<file path="src/rtl/pm_seq_map.svh">
// constants of the reset and power management sequencer
`ifndef PM_SEQ_MAP_SVH
`define PM_SEQ_MAP_SVH

// configuration space byte addresses
`define CMD_REG_ADDR 8'h04
`define PM_CAP_PTR 8'hdc
`define PM_CAP_OFS 8'h00
`define PM_CSR_OFS 8'h04

// fields of the command register
`define CMD_IO_EN_BIT 0
`define CMD_MEM_EN_BIT 1

// fields of the capability word
`define CAP_ID_VALUE 8'h01
`define CAP_NEXT_VALUE 8'he4
`define PME_SUPPORT_NO_AUX 5'h09
`define PME_SUPPORT_AUX 5'h19
`define PMC_LOW_DEFAULT 11'h022

// fields of the control / status word
`define CSR_PSTATE_LSB 0
`define CSR_WAKE_EN_BIT 8
`define CSR_WAKE_STS_BIT 15

// power state output values
`define PWR_OUT_RESET 2'h0
`define PWR_OUT_ACTIVE 2'h3

// clock settling after bus reset release
`define SETTLE_CLKS 512
`define SETTLE_WAIT_MAX 520

`endif

</file>
<file path="src/rtl/pm_seq_pkg.sv">
// types shared by the reset and power management sequencer
package pm_seq_pkg;

  // sequence states, gray coded along reset -> settle -> d0u -> d0
  typedef enum logic [1:0] {
    ST_RESET = 2'h0,
    ST_SETTLE = 2'h1,
    ST_D0U = 2'h3,
    ST_D0A = 2'h2
  } seq_state_t;

  // two-bit power state field encoding
  typedef logic [1:0] pstate_t;

endpackage : pm_seq_pkg

</file>
<file path="src/rtl/settle_timer.sv">
// clock settling timer started on bus reset release
`timescale 1ns/1ps
`include "pm_seq_map.svh"
module settle_timer #(
  parameter int unsigned count_cycles = `SETTLE_CLKS
) (
  input wire logic ref_clk,
  input wire logic sys_rst,
  input wire logic start,
  input wire logic abort,
  output logic done
);
  import pm_seq_pkg::*;

  localparam int unsigned CW = $clog2(count_cycles + 1);
  localparam logic [CW-1:0] LOAD = CW'(count_cycles - 1);

  // whole timer state
  typedef struct packed {
    logic [CW-1:0] cnt; // cycles still to wait
    logic busy;         // counting
    logic done;         // one-cycle completion pulse
  } timer_state_t;

  timer_state_t state_ff;
  timer_state_t nxt_state;

  ////////////////////////////////////////////////////////////////////////
  // next state: abort wins, so a new bus reset never leaves a stale pulse
  always_comb begin
    nxt_state = state_ff;
    nxt_state.done = 1'b0;
    if (abort) begin
      nxt_state.busy = 1'b0;
      nxt_state.cnt = '0;
    end else if (start) begin
      nxt_state.busy = 1'b1;
      nxt_state.cnt = LOAD;
    end else if (state_ff.busy) begin
      if (state_ff.cnt == '0) begin
        nxt_state.busy = 1'b0;
        nxt_state.done = 1'b1;
      end else begin
        nxt_state.cnt = state_ff.cnt - CW'(1);
      end
    end
  end

  // register the state
  always_ff @(posedge ref_clk) begin
    if (sys_rst) begin
      state_ff <= '0;
    end else begin
      state_ff <= nxt_state;
    end
  end

  assign done = state_ff.done;

endmodule : settle_timer

</file>
<file path="src/rtl/pm_reset_sequencer.sv">
// bus reset sequencing and power management capability registers
`timescale 1ns/1ps
`include "pm_seq_map.svh"
module pm_reset_sequencer #(
  parameter int unsigned settle_cycles = `SETTLE_CLKS,
  parameter logic [10:0] pmc_low = `PMC_LOW_DEFAULT
) (
  input wire logic ref_clk,
  input wire logic sys_rst,
  input wire logic pci_rst_n,
  input wire logic lan_power_good_reset,
  input wire logic aux_power,
  input wire logic legacy_wakeup,
  input wire logic clkrun_enable,
  input wire logic wake_event,
  input wire logic cfg_rd,
  input wire logic cfg_wr,
  input wire logic [7:0] cfg_addr,
  input wire logic [3:0] cfg_be,
  input wire logic [31:0] cfg_wdata,
  output logic [31:0] cfg_rdata,
  output logic cfg_ack,
  output logic pci_pins_oe_n,
  output logic pme_out,
  output logic pme_oe_n,
  output logic clkrun_req,
  output logic nvm_reload,
  output logic [1:0] power_state_outputs,
  output pm_seq_pkg::seq_state_t seq_state
);
  import pm_seq_pkg::*;

  // whole block state
  typedef struct packed {
    seq_state_t fsm;          // reset sequence position
    logic rst_q;              // bus reset level one cycle ago
    pstate_t pstate;          // power state field
    logic wake_event_enable;  // wake enable field
    logic wake_event_status;  // wake status field
    logic [1:0] pwr_out;      // power state outputs
    logic oe_n;               // bus pins released when high
    logic pme_oe_n;           // wake pin pulled low when low
    logic clkrun;             // clock wanted during settling
    logic reload;             // nvm reload pulse
    logic ack;                // config access answer
    logic [31:0] rdata;       // config read data
  } seq_reg_t;

  seq_reg_t state_ff;
  seq_reg_t nxt_state;
  logic settle_done;
  logic rise;
  logic ready;
  logic cmd_en_wr;

  ////////////////////////////////////////////////////////////////////////
  // address helpers, offsets taken from the capability pointer
  function automatic logic hit(input logic [7:0] a, input logic [7:0] ofs);
    hit = (a == 8'(`PM_CAP_PTR + ofs));
  endfunction : hit

  // capability word as read by the host
  function automatic logic [31:0] cap_word(input logic aux);
    logic [4:0] sup;
    sup = aux ? `PME_SUPPORT_AUX : `PME_SUPPORT_NO_AUX;
    cap_word = {sup, pmc_low, `CAP_NEXT_VALUE, `CAP_ID_VALUE};
  endfunction : cap_word

  ////////////////////////////////////////////////////////////////////////
  // settle timer, restarted on every reset release
  settle_timer #(
    .count_cycles(settle_cycles)
  ) u_settle (
    .ref_clk(ref_clk),
    .sys_rst(sys_rst),
    .start(rise),
    .abort(!pci_rst_n),
    .done(settle_done)
  );

  // decode of events seen this cycle
  always_comb begin
    rise = pci_rst_n && !state_ff.rst_q;
    ready = pci_rst_n && (state_ff.fsm == ST_D0U || state_ff.fsm == ST_D0A);
    cmd_en_wr = ready && cfg_wr && cfg_be[0] && cfg_addr == `CMD_REG_ADDR &&
      (cfg_wdata[`CMD_MEM_EN_BIT] || cfg_wdata[`CMD_IO_EN_BIT]);
  end

  ////////////////////////////////////////////////////////////////////////
  // next state
  always_comb begin
    nxt_state = state_ff;
    nxt_state.rst_q = pci_rst_n;
    nxt_state.reload = 1'b0;
    nxt_state.ack = 1'b0;
    // sequence; bus reset dominates every state
    if (!pci_rst_n) begin
      nxt_state.fsm = ST_RESET;
      nxt_state.oe_n = 1'b1;
      nxt_state.pwr_out = `PWR_OUT_RESET;
      nxt_state.clkrun = 1'b0;
    end else begin
      case (state_ff.fsm)
        ST_RESET: begin
          if (rise) begin
            nxt_state.fsm = ST_SETTLE;
            nxt_state.reload = 1'b1;
          end
        end
        ST_SETTLE: begin
          // pins stay released while clocks settle
          nxt_state.clkrun = clkrun_enable;
          if (settle_done) begin
            nxt_state.fsm = ST_D0U;
            nxt_state.oe_n = 1'b0;
            nxt_state.clkrun = 1'b0;
            nxt_state.pwr_out = {1'b0, legacy_wakeup};
          end
        end
        ST_D0U: begin
          if (cmd_en_wr) begin
            nxt_state.fsm = ST_D0A;
            nxt_state.pwr_out = `PWR_OUT_ACTIVE;
          end
        end
        ST_D0A: begin
          // active; leaves only through bus reset
        end
        default: begin
          nxt_state.fsm = ST_RESET;
        end
      endcase
    end
    // config accesses answered only once settled
    if (ready && (cfg_rd || cfg_wr)) begin
      nxt_state.ack = 1'b1;
      nxt_state.rdata = '0;
      if (cfg_rd && hit(cfg_addr, `PM_CAP_OFS)) begin
        nxt_state.rdata = cap_word(aux_power);
      end else if (cfg_rd && hit(cfg_addr, `PM_CSR_OFS)) begin
        nxt_state.rdata[`CSR_PSTATE_LSB +: 2] = state_ff.pstate;
        nxt_state.rdata[`CSR_WAKE_EN_BIT] = state_ff.wake_event_enable;
        nxt_state.rdata[`CSR_WAKE_STS_BIT] = state_ff.wake_event_status;
      end
      // only the control / status word takes writes
      if (cfg_wr && hit(cfg_addr, `PM_CSR_OFS)) begin
        if (cfg_be[0]) begin
          nxt_state.pstate = cfg_wdata[`CSR_PSTATE_LSB +: 2];
        end
        if (cfg_be[1]) begin
          nxt_state.wake_event_enable = cfg_wdata[`CSR_WAKE_EN_BIT];
          if (cfg_wdata[`CSR_WAKE_STS_BIT]) begin
            nxt_state.wake_event_status = 1'b0;
          end
        end
      end
    end
    // field resets on reset release
    if (rise) begin
      nxt_state.pstate = '0;
      if (!aux_power) begin
        nxt_state.wake_event_enable = 1'b0;
        nxt_state.wake_event_status = 1'b0;
      end
    end
    // a wake event beats a host or release clear in the same cycle, but not a lan reset
    if (wake_event) begin
      nxt_state.wake_event_status = 1'b1;
    end
    // lan power good returns every field to default
    if (lan_power_good_reset) begin
      nxt_state.pstate = '0;
      nxt_state.wake_event_enable = 1'b0;
      nxt_state.wake_event_status = 1'b0;
    end
    // wake pin is held through bus reset; a release without aux power floats it
    nxt_state.pme_oe_n =
      !(nxt_state.wake_event_enable && nxt_state.wake_event_status);
  end

  // register the state
  always_ff @(posedge ref_clk) begin
    if (sys_rst) begin
      state_ff <= '0;
      state_ff.oe_n <= 1'b1;
      state_ff.pme_oe_n <= 1'b1;
    end else begin
      state_ff <= nxt_state;
    end
  end

  ////////////////////////////////////////////////////////////////////////
  // outputs straight from the state flops, except pme_out tied low
  assign cfg_rdata = state_ff.rdata;
  assign cfg_ack = state_ff.ack;
  assign pci_pins_oe_n = state_ff.oe_n;
  assign pme_out = 1'b0; // open drain, only pulls low
  assign pme_oe_n = state_ff.pme_oe_n;
  assign clkrun_req = state_ff.clkrun;
  assign nvm_reload = state_ff.reload;
  assign power_state_outputs = state_ff.pwr_out;
  assign seq_state = state_ff.fsm;

  ////////////////////////////////////////////////////////////////////////
  // checks
  localparam int WAIT_MAX = `SETTLE_WAIT_MAX;
endmodule : pm_reset_sequencer

</file>
<file path="config.mk">
export PLATFORM = sky130hd
export DESIGN_NAME = pm_reset_sequencer
export DESIGN_NICKNAME = d
export VERILOG_FILES = /design/src/rtl/pm_seq_pkg.sv /design/src/rtl/settle_timer.sv /design/src/rtl/pm_reset_sequencer.sv
export VERILOG_INCLUDE_DIRS = /design/src /design/src/rtl
export SDC_FILE = /design/constraint.sdc
export NUM_CORES = 1
export LEC_CHECK = 0
export ABC_AREA = 1
export BUFFER_PORTS_ARGS = -buffer_cell sky130_fd_sc_hd__buf_2
export CELL_PAD_IN_SITES_DETAIL_PLACEMENT = 1
export CELL_PAD_IN_SITES_GLOBAL_PLACEMENT = 1
export CORE_ASPECT_RATIO = 2
export CORE_MARGIN = 10
export CORE_UTILIZATION = 33
export DETAILED_ROUTE_END_ITERATION = 8
export PLACE_DENSITY_LB_ADDON = 0.1
export RECOVER_POWER = 100
export SYNTH_ARGS = -nofsm -noshare
export SYNTH_HDL_FRONTEND = slang
export SYNTH_SLANG_ARGS = --single-unit
</file>
<file path="constraint.sdc">
create_clock -name ref_clk -period 3.93 [get_ports ref_clk]
set_input_delay 0.5895 -clock ref_clk [delete_from_list [all_inputs] [get_ports ref_clk]]
set_output_delay 0.5895 -clock ref_clk [all_outputs]
set_load 0.05 [all_outputs]
</file>
[Yosys cells after proc, flatten, opt, wreduce, memory -nomap -nowiden]
Index checks and enable logic that the tools add are counted.
Word-level totals
  output and inout port bits: 42
  latch bits: 0
  memory bits (read-only): 0
  word-level logic and storage cells: 94
  memories: 0
  register bits after elaboration: 52
  memory bits (writable): 0
Operators by class
  bitwise operators: 4
  multiply operators: 0
  divide/modulo/power cells: 0
  shift-type cells: 0
  reduce and logical (&&, ||, !) cells: 32
  magnitude comparators: 0
  mux-type cells: 31
  add/subtract/negate cells: 1
  equal/unequal tests: 10
Operator list (count)
  33-bit two-way mux: 1
  2-bit two-way mux: 13
  8-bit equality test (second input constant): 2
  16-bit two-way mux: 1
  1-bit logical AND: 11
  11-bit two-way mux: 1
  10-bit logical NOT: 1
  10-bit two-way mux: 1
  10-bit by 1-bit subtractor with 10-bit output (second input constant): 1
  9-bit two-way mux: 1
  3-bit OR reduction: 3
  8-bit by 3-bit equality test with 1-bit output (second input constant): 1
  1-bit two-way mux: 8
  6-bit two-way mux: 1
  2-bit inequality test (second input constant): 3
  2-bit case mux with 3 select lines: 1
  2-bit AND reduction: 3
  3-bit AND reduction: 2
  5-bit two-way mux: 1
  2-bit equality test (second input constant): 2
  1-bit NOT: 4
  2-bit case mux with 2 select lines: 1
  4-bit AND reduction: 1
  2-bit nonzero test: 2
  9 further kinds: 12

[Depth between registers and ports, before layout]
  depth in word-level cells: 11
  mapped depth: 10
  depth with buffers taken out: 10

[Modules after synthesis]
Synthesis repeated with hierarchy kept, for this count alone.
Unflattened totals
  cells, all modules: 299
  area, all modules: 2015.7 µm²
By module, submodules not included
  pm_reset_sequencer: times used 1, area each 1234.9 µm², cells an instance 176
  settle_timer: times used 1, area each 780.7 µm², cells an instance 123

[Worst setup path before layout]
No wires, ideal clock.
  path type: input -> register
  start: input port cfg_addr[1]
  end: register pme_oe_n (netlist name)
  path buffers: 0
  arrival time: 1269 ps
  setup slack: 2540 ps
  stages: 8
  path through: nor2_2 nand3_1 nor2_4 nand2_1 nand2_1 nand2_1 nor2_1 nand3_1
On the way
  cells in the longest elaborated chain, start to end: 10
RTL lines
  start: declaration: line pm_reset_sequencer.sv:18  | input wire logic [7:0] cfg_addr,
  8-bit equality test (*): line pm_reset_sequencer.sv:59  | hit = (a == 8'(`PM_CAP_PTR + ofs));
  1-bit logical AND (*): line pm_reset_sequencer.sv:146  | if (cfg_wr && hit(cfg_addr, `PM_CSR_OFS)) begin
  2-bit two-way mux (*): line pm_reset_sequencer.sv:146
  2-bit two-way mux (*): line pm_reset_sequencer.sv:135  | if (ready && (cfg_rd || cfg_wr)) begin
  2-bit two-way mux: line pm_reset_sequencer.sv:161  | if (!aux_power) begin
  2-bit two-way mux (*): line pm_reset_sequencer.sv:159  | if (rise) begin
  1-bit two-way mux: line pm_reset_sequencer.sv:167  | if (wake_event) begin
  2-bit two-way mux (*): line pm_reset_sequencer.sv:171  | if (lan_power_good_reset) begin
  1-bit logical AND (*): line pm_reset_sequencer.sv:178  | !(nxt_state.wake_event_enable && nxt_state.wake_event_status);
  1-bit logical NOT (*): line pm_reset_sequencer.sv:178
Mark *: on every way between the ends. The rest lies on a longest branch, timed or not.
A chain may end at the register's enable or synchronous reset.

[Worst setup path in the final report]
  start: input port cfg_wr
  end: register state_ff (netlist bit cfg_rdata[15])
On the way
  cells in the longest elaborated chain, start to end: 2
RTL lines
  start: declaration: line pm_reset_sequencer.sv:17  | input wire logic cfg_wr,
  1-bit logical OR: line pm_reset_sequencer.sv:135
  1-bit logical AND: line pm_reset_sequencer.sv:135
  end signal: assignment: line pm_reset_sequencer.sv:188  | state_ff <= nxt_state;
  end: declaration: line pm_reset_sequencer.sv:49  | seq_reg_t state_ff;
Every way passes these cells.

==> summary.txt <==
Placed design
  – Post-DP Area: 0.00199 mm2
  – Inst Count DP: around 360
  – Post-detail-place hpwl: 4.34 mm
  – Port Buffers: between 40 and 50
  – Dpl ws: 1.96 ns
  – Placer Congestion: 0.818

Power
  – Leakage: ~0.93 nW
  – Sequential power share: 0.391
  – PwrDens: between 400 and 500 mW/mm2
  – Pwr Total: 0.867 mW
  – Clock power share: 0.453
  – Comb power frac: 0.156
  – Internal power: around 0.61 mW
  – Peak supply drop: 288 uV
  – Switching Power: around 0.26 mW
  – Net Sw Frac: 0.296

STA
  – Final Hold Violating Endpoints: 0
  – Final setup margin: ~1.7 ns
  – Tmin final: 2.19 ns
  – RSZ-0062 raised after global routing: no
  – Skew final: 0.00337 ns
  – # setup viols final: 0
  – Achievable frequency: around 0.46 GHz
  – Max-slew violations: 0
  – Worst-Margin Slew: 1.35 ns
  – Rel. slew slack: 0.0914
  – Setup TNS: 0 ns
  – Period utilization: 0.558
  – Worst hold slack: 0.456 ns

Global routing
  – GRT Overall Usage: 0.118
  – Antenna violations before repair: 0
  – Total global routing overflow: 0
  – Largest net degree at the start of global routing: 20
  – First-pass GRT wire length: ~8.6 mm
  – Vias in the first global route: between 1.5k and 2k

Finish
  – Final non-filler cell total: 367
  – Most frequent cells in the layout: nand2_1, dfxtp_1, nand3_1, inv_1
  – Layout area overhead: 6.93%
  – Core Util, Final: 0.361
  – Layout cell share with drive strength beyond 1: 0.141
  – Ant. Diodes: 0
  – Most common cell after layout, fill and taps aside: nand2_1
  – Final instance area: between 0.002 and 0.0025 mm2
  – Nets@finish: 360

Synth
  – Cells after Synth: 275
  – Yosys reg bits: 32
  – Synth Flop Type: dfxtp_1
  – Register area share after synthesis: 0.335
  – Area leader, netlist: dfxtp_1
  – Synth warn: 0
  – Post-synth EDFFs: 0
  – Area contributors post-synth: dfxtp_1, buf_4, nand2_1
  – Top cell type's share of synthesized area: 0.335
  – Post-synth cell types: 29
  – Syn_area_per_cell: a little under 7 um2
  – Synthesized cell area: roughly 0.0019 mm2
  – Share of flip-flops with an asynchronous set or reset: 0

Critical path
  – Worst R2R End: u_settle.state_ff[8]
  – Most frequent CP cell: a21oi_1
  – CP Cell Sequence: clkbuf_1 -> o21ai_0 -> nor3_1 -> a21oi_1 -> a21oi_1
  – Flop-to-flop setup slack: around 1.7 ns
  – Worst Path Arrival: around 2.3 ns
  – Slowest-stage cell, CP: o21ai_0
  – Reg2Reg Depth: 9
  – Crit path capture type: flop
  – CP startpoint kind: input pin
  – Reg2reg start: u_settle.state_ff[2]
  – Highest cell delay on the worst timing path: 1.05 ns
  – Crit path max fanout: 10
  – Required @ worst endpoint: 4.07 ns
  – CP Class: in -> reg

Clock tree
  – Clock latency on the worst-skew pair: about 0.28 ns
  – CTS H-tree lvls: 2
  – Clock sinks: 32
  – Clk buf depth: 2
  – Post-CTS sizing: 0
  – CTS root buffer: clkbuf_16
  – TritonCTS clock tree: yes
  – CTS Buf Count: 5
  – CTS Hold Bufs: 0
  – Setup bufs post-CTS: 0
  – Clock slew at the register clock pins of the worst setup and hold paths: about 0.050 ns

Routing
  – Detailed Route WL: 5.45 mm
  – Drt initial violations: 31
  – Per-cell routed wire length: 14.8 um
  – Initial DRT Pass Iterations: 4
  – # DRC: 0
  – Vias/cell: 4.73
  – DR vias: roughly 1.7k
  – Routed Antenna Nets: 0

Hold path
  – Min-delay worst type: reg -> reg
  – Worst Hold Endpoint: pci_pins_oe_n
  – Worst Hold Launch: pci_pins_oe_n
  – Worst hold stages: 2

Floorplan
  – Die Ht: 128 um
  – FP Rows: 39
  – Initial core utilization: 0.338
  – Core ar.: between 0.005 and 0.006 mm2
  – Boundary pin count: 96
  – Die extent in x: ~74 um
  – Die area: 0.00943 mm2

Flow run
  – Max Cap Viol: 0

Status
  – Outcome: complete, no violations
metal layers:
metal	track usage	part of all wire	vias up
li1	-	-	876
met2	0.229	0.58	45
met5	0	0	-
met1	0.0968	0.33	809
met4	0.0595	0.021	0
met3	0.0388	0.075	7
worst max path at each step:
| stage | from | end | slack, ns | depth (start not counted) |
|---|---|---|---|---|
| 2_1_floorplan | cfg_addr[1] | pme_oe_n | 2.54 | 8 |
| 3_3_place_gp | sys_rst | u_settle.done | 1.95 | 6 |
| 3_5_place_dp | sys_rst | u_settle.done | 1.96 | 6 |
| 4_1_cts | u_settle.state_ff[2] | u_settle.state_ff[8] | 2.21 | 9 |
| 5_1_grt | u_settle.state_ff[2] | u_settle.state_ff[8] | 1.45 | 9 |
| 6_report | cfg_wr | cfg_rdata[15] | 1.74 | 5 |
power groups by stage:
| stage | Combinational [mW] | Clock (mW) | Sequential [mW] |
|---|---|---|---|
| floorplan | 0.128 | 0 | 0.345 |
| global placement | 0.144 | 0 | 0.346 |
| detailed placement | 0.145 | 0 | 0.346 |
| CTS | 0.146 | 0.411 | 0.339 |
| global route | 0.152 | 0.422 | 0.339 |
| finish | 0.136 | 0.393 | 0.339 |
cells in the mapped netlist (2+ instances only):
| cell type | instances |
|---|---|
| nor2_2 | 6 |
| nor2_1 | 22 |
| nand4_1 | 5 |
| nor3_2 | 2 |
| nand2_2 | 2 |
| clkbuf_1 | 2 |
| nand2_1 | 65 |
| nor2_4 | 2 |
| nor3_1 | 3 |
| buf_4 | 38 |
| nand3_1 | 27 |
| a21oi_1 | 23 |
| o21ai_0 | 4 |
| nor4_1 | 2 |
| dfxtp_1 | 32 |
| inv_1 | 27 |
state kept, by name, summed over array words and instances, names as in the netlist:
| signal | count |
|---|---|
| u_settle.state_ff | 11 |
| cfg_rdata | 6 |
| state_ff | 5 |
| power_state_outputs | 2 |
| seq_state | 2 |
| cfg_ack | 1 |
| clkrun_req | 1 |
| nvm_reload | 1 |
| pci_pins_oe_n | 1 |
| pme_oe_n | 1 |
| u_settle.done | 1 |
critical path: cells and delay by family:
family                 cells  cell delay, ns
AND/OR/NAND/NOR            1            0.29
AO/OA/AOI/OAI              3            1.36
buffers and inverters      1            0.10
cell type report:
class / count / area, um2
Timing Repair Buffer: 44 / 191
Sequential cell: 32 / 641
Clock buffer: 6 / 139
Inverter: 29 / 110
Multi-Input combinational cell: 193 / 878
Fill cell: 778 / 3610
Tap cell: 61 / 76.3
Clock inverter: 2 / 10.0
kinds of logic after synthesis:
| family | synth area share |
|---|---|
| simple gates | 0.362 |
| other cells | 0.00196 |
| flops | 0.335 |
| fa+ha+maj | 0.00654 |
| buf+inv | 0.213 |
| compound gates | 0.0818 |
Note: power is estimated with default switching activity, not from simulation.
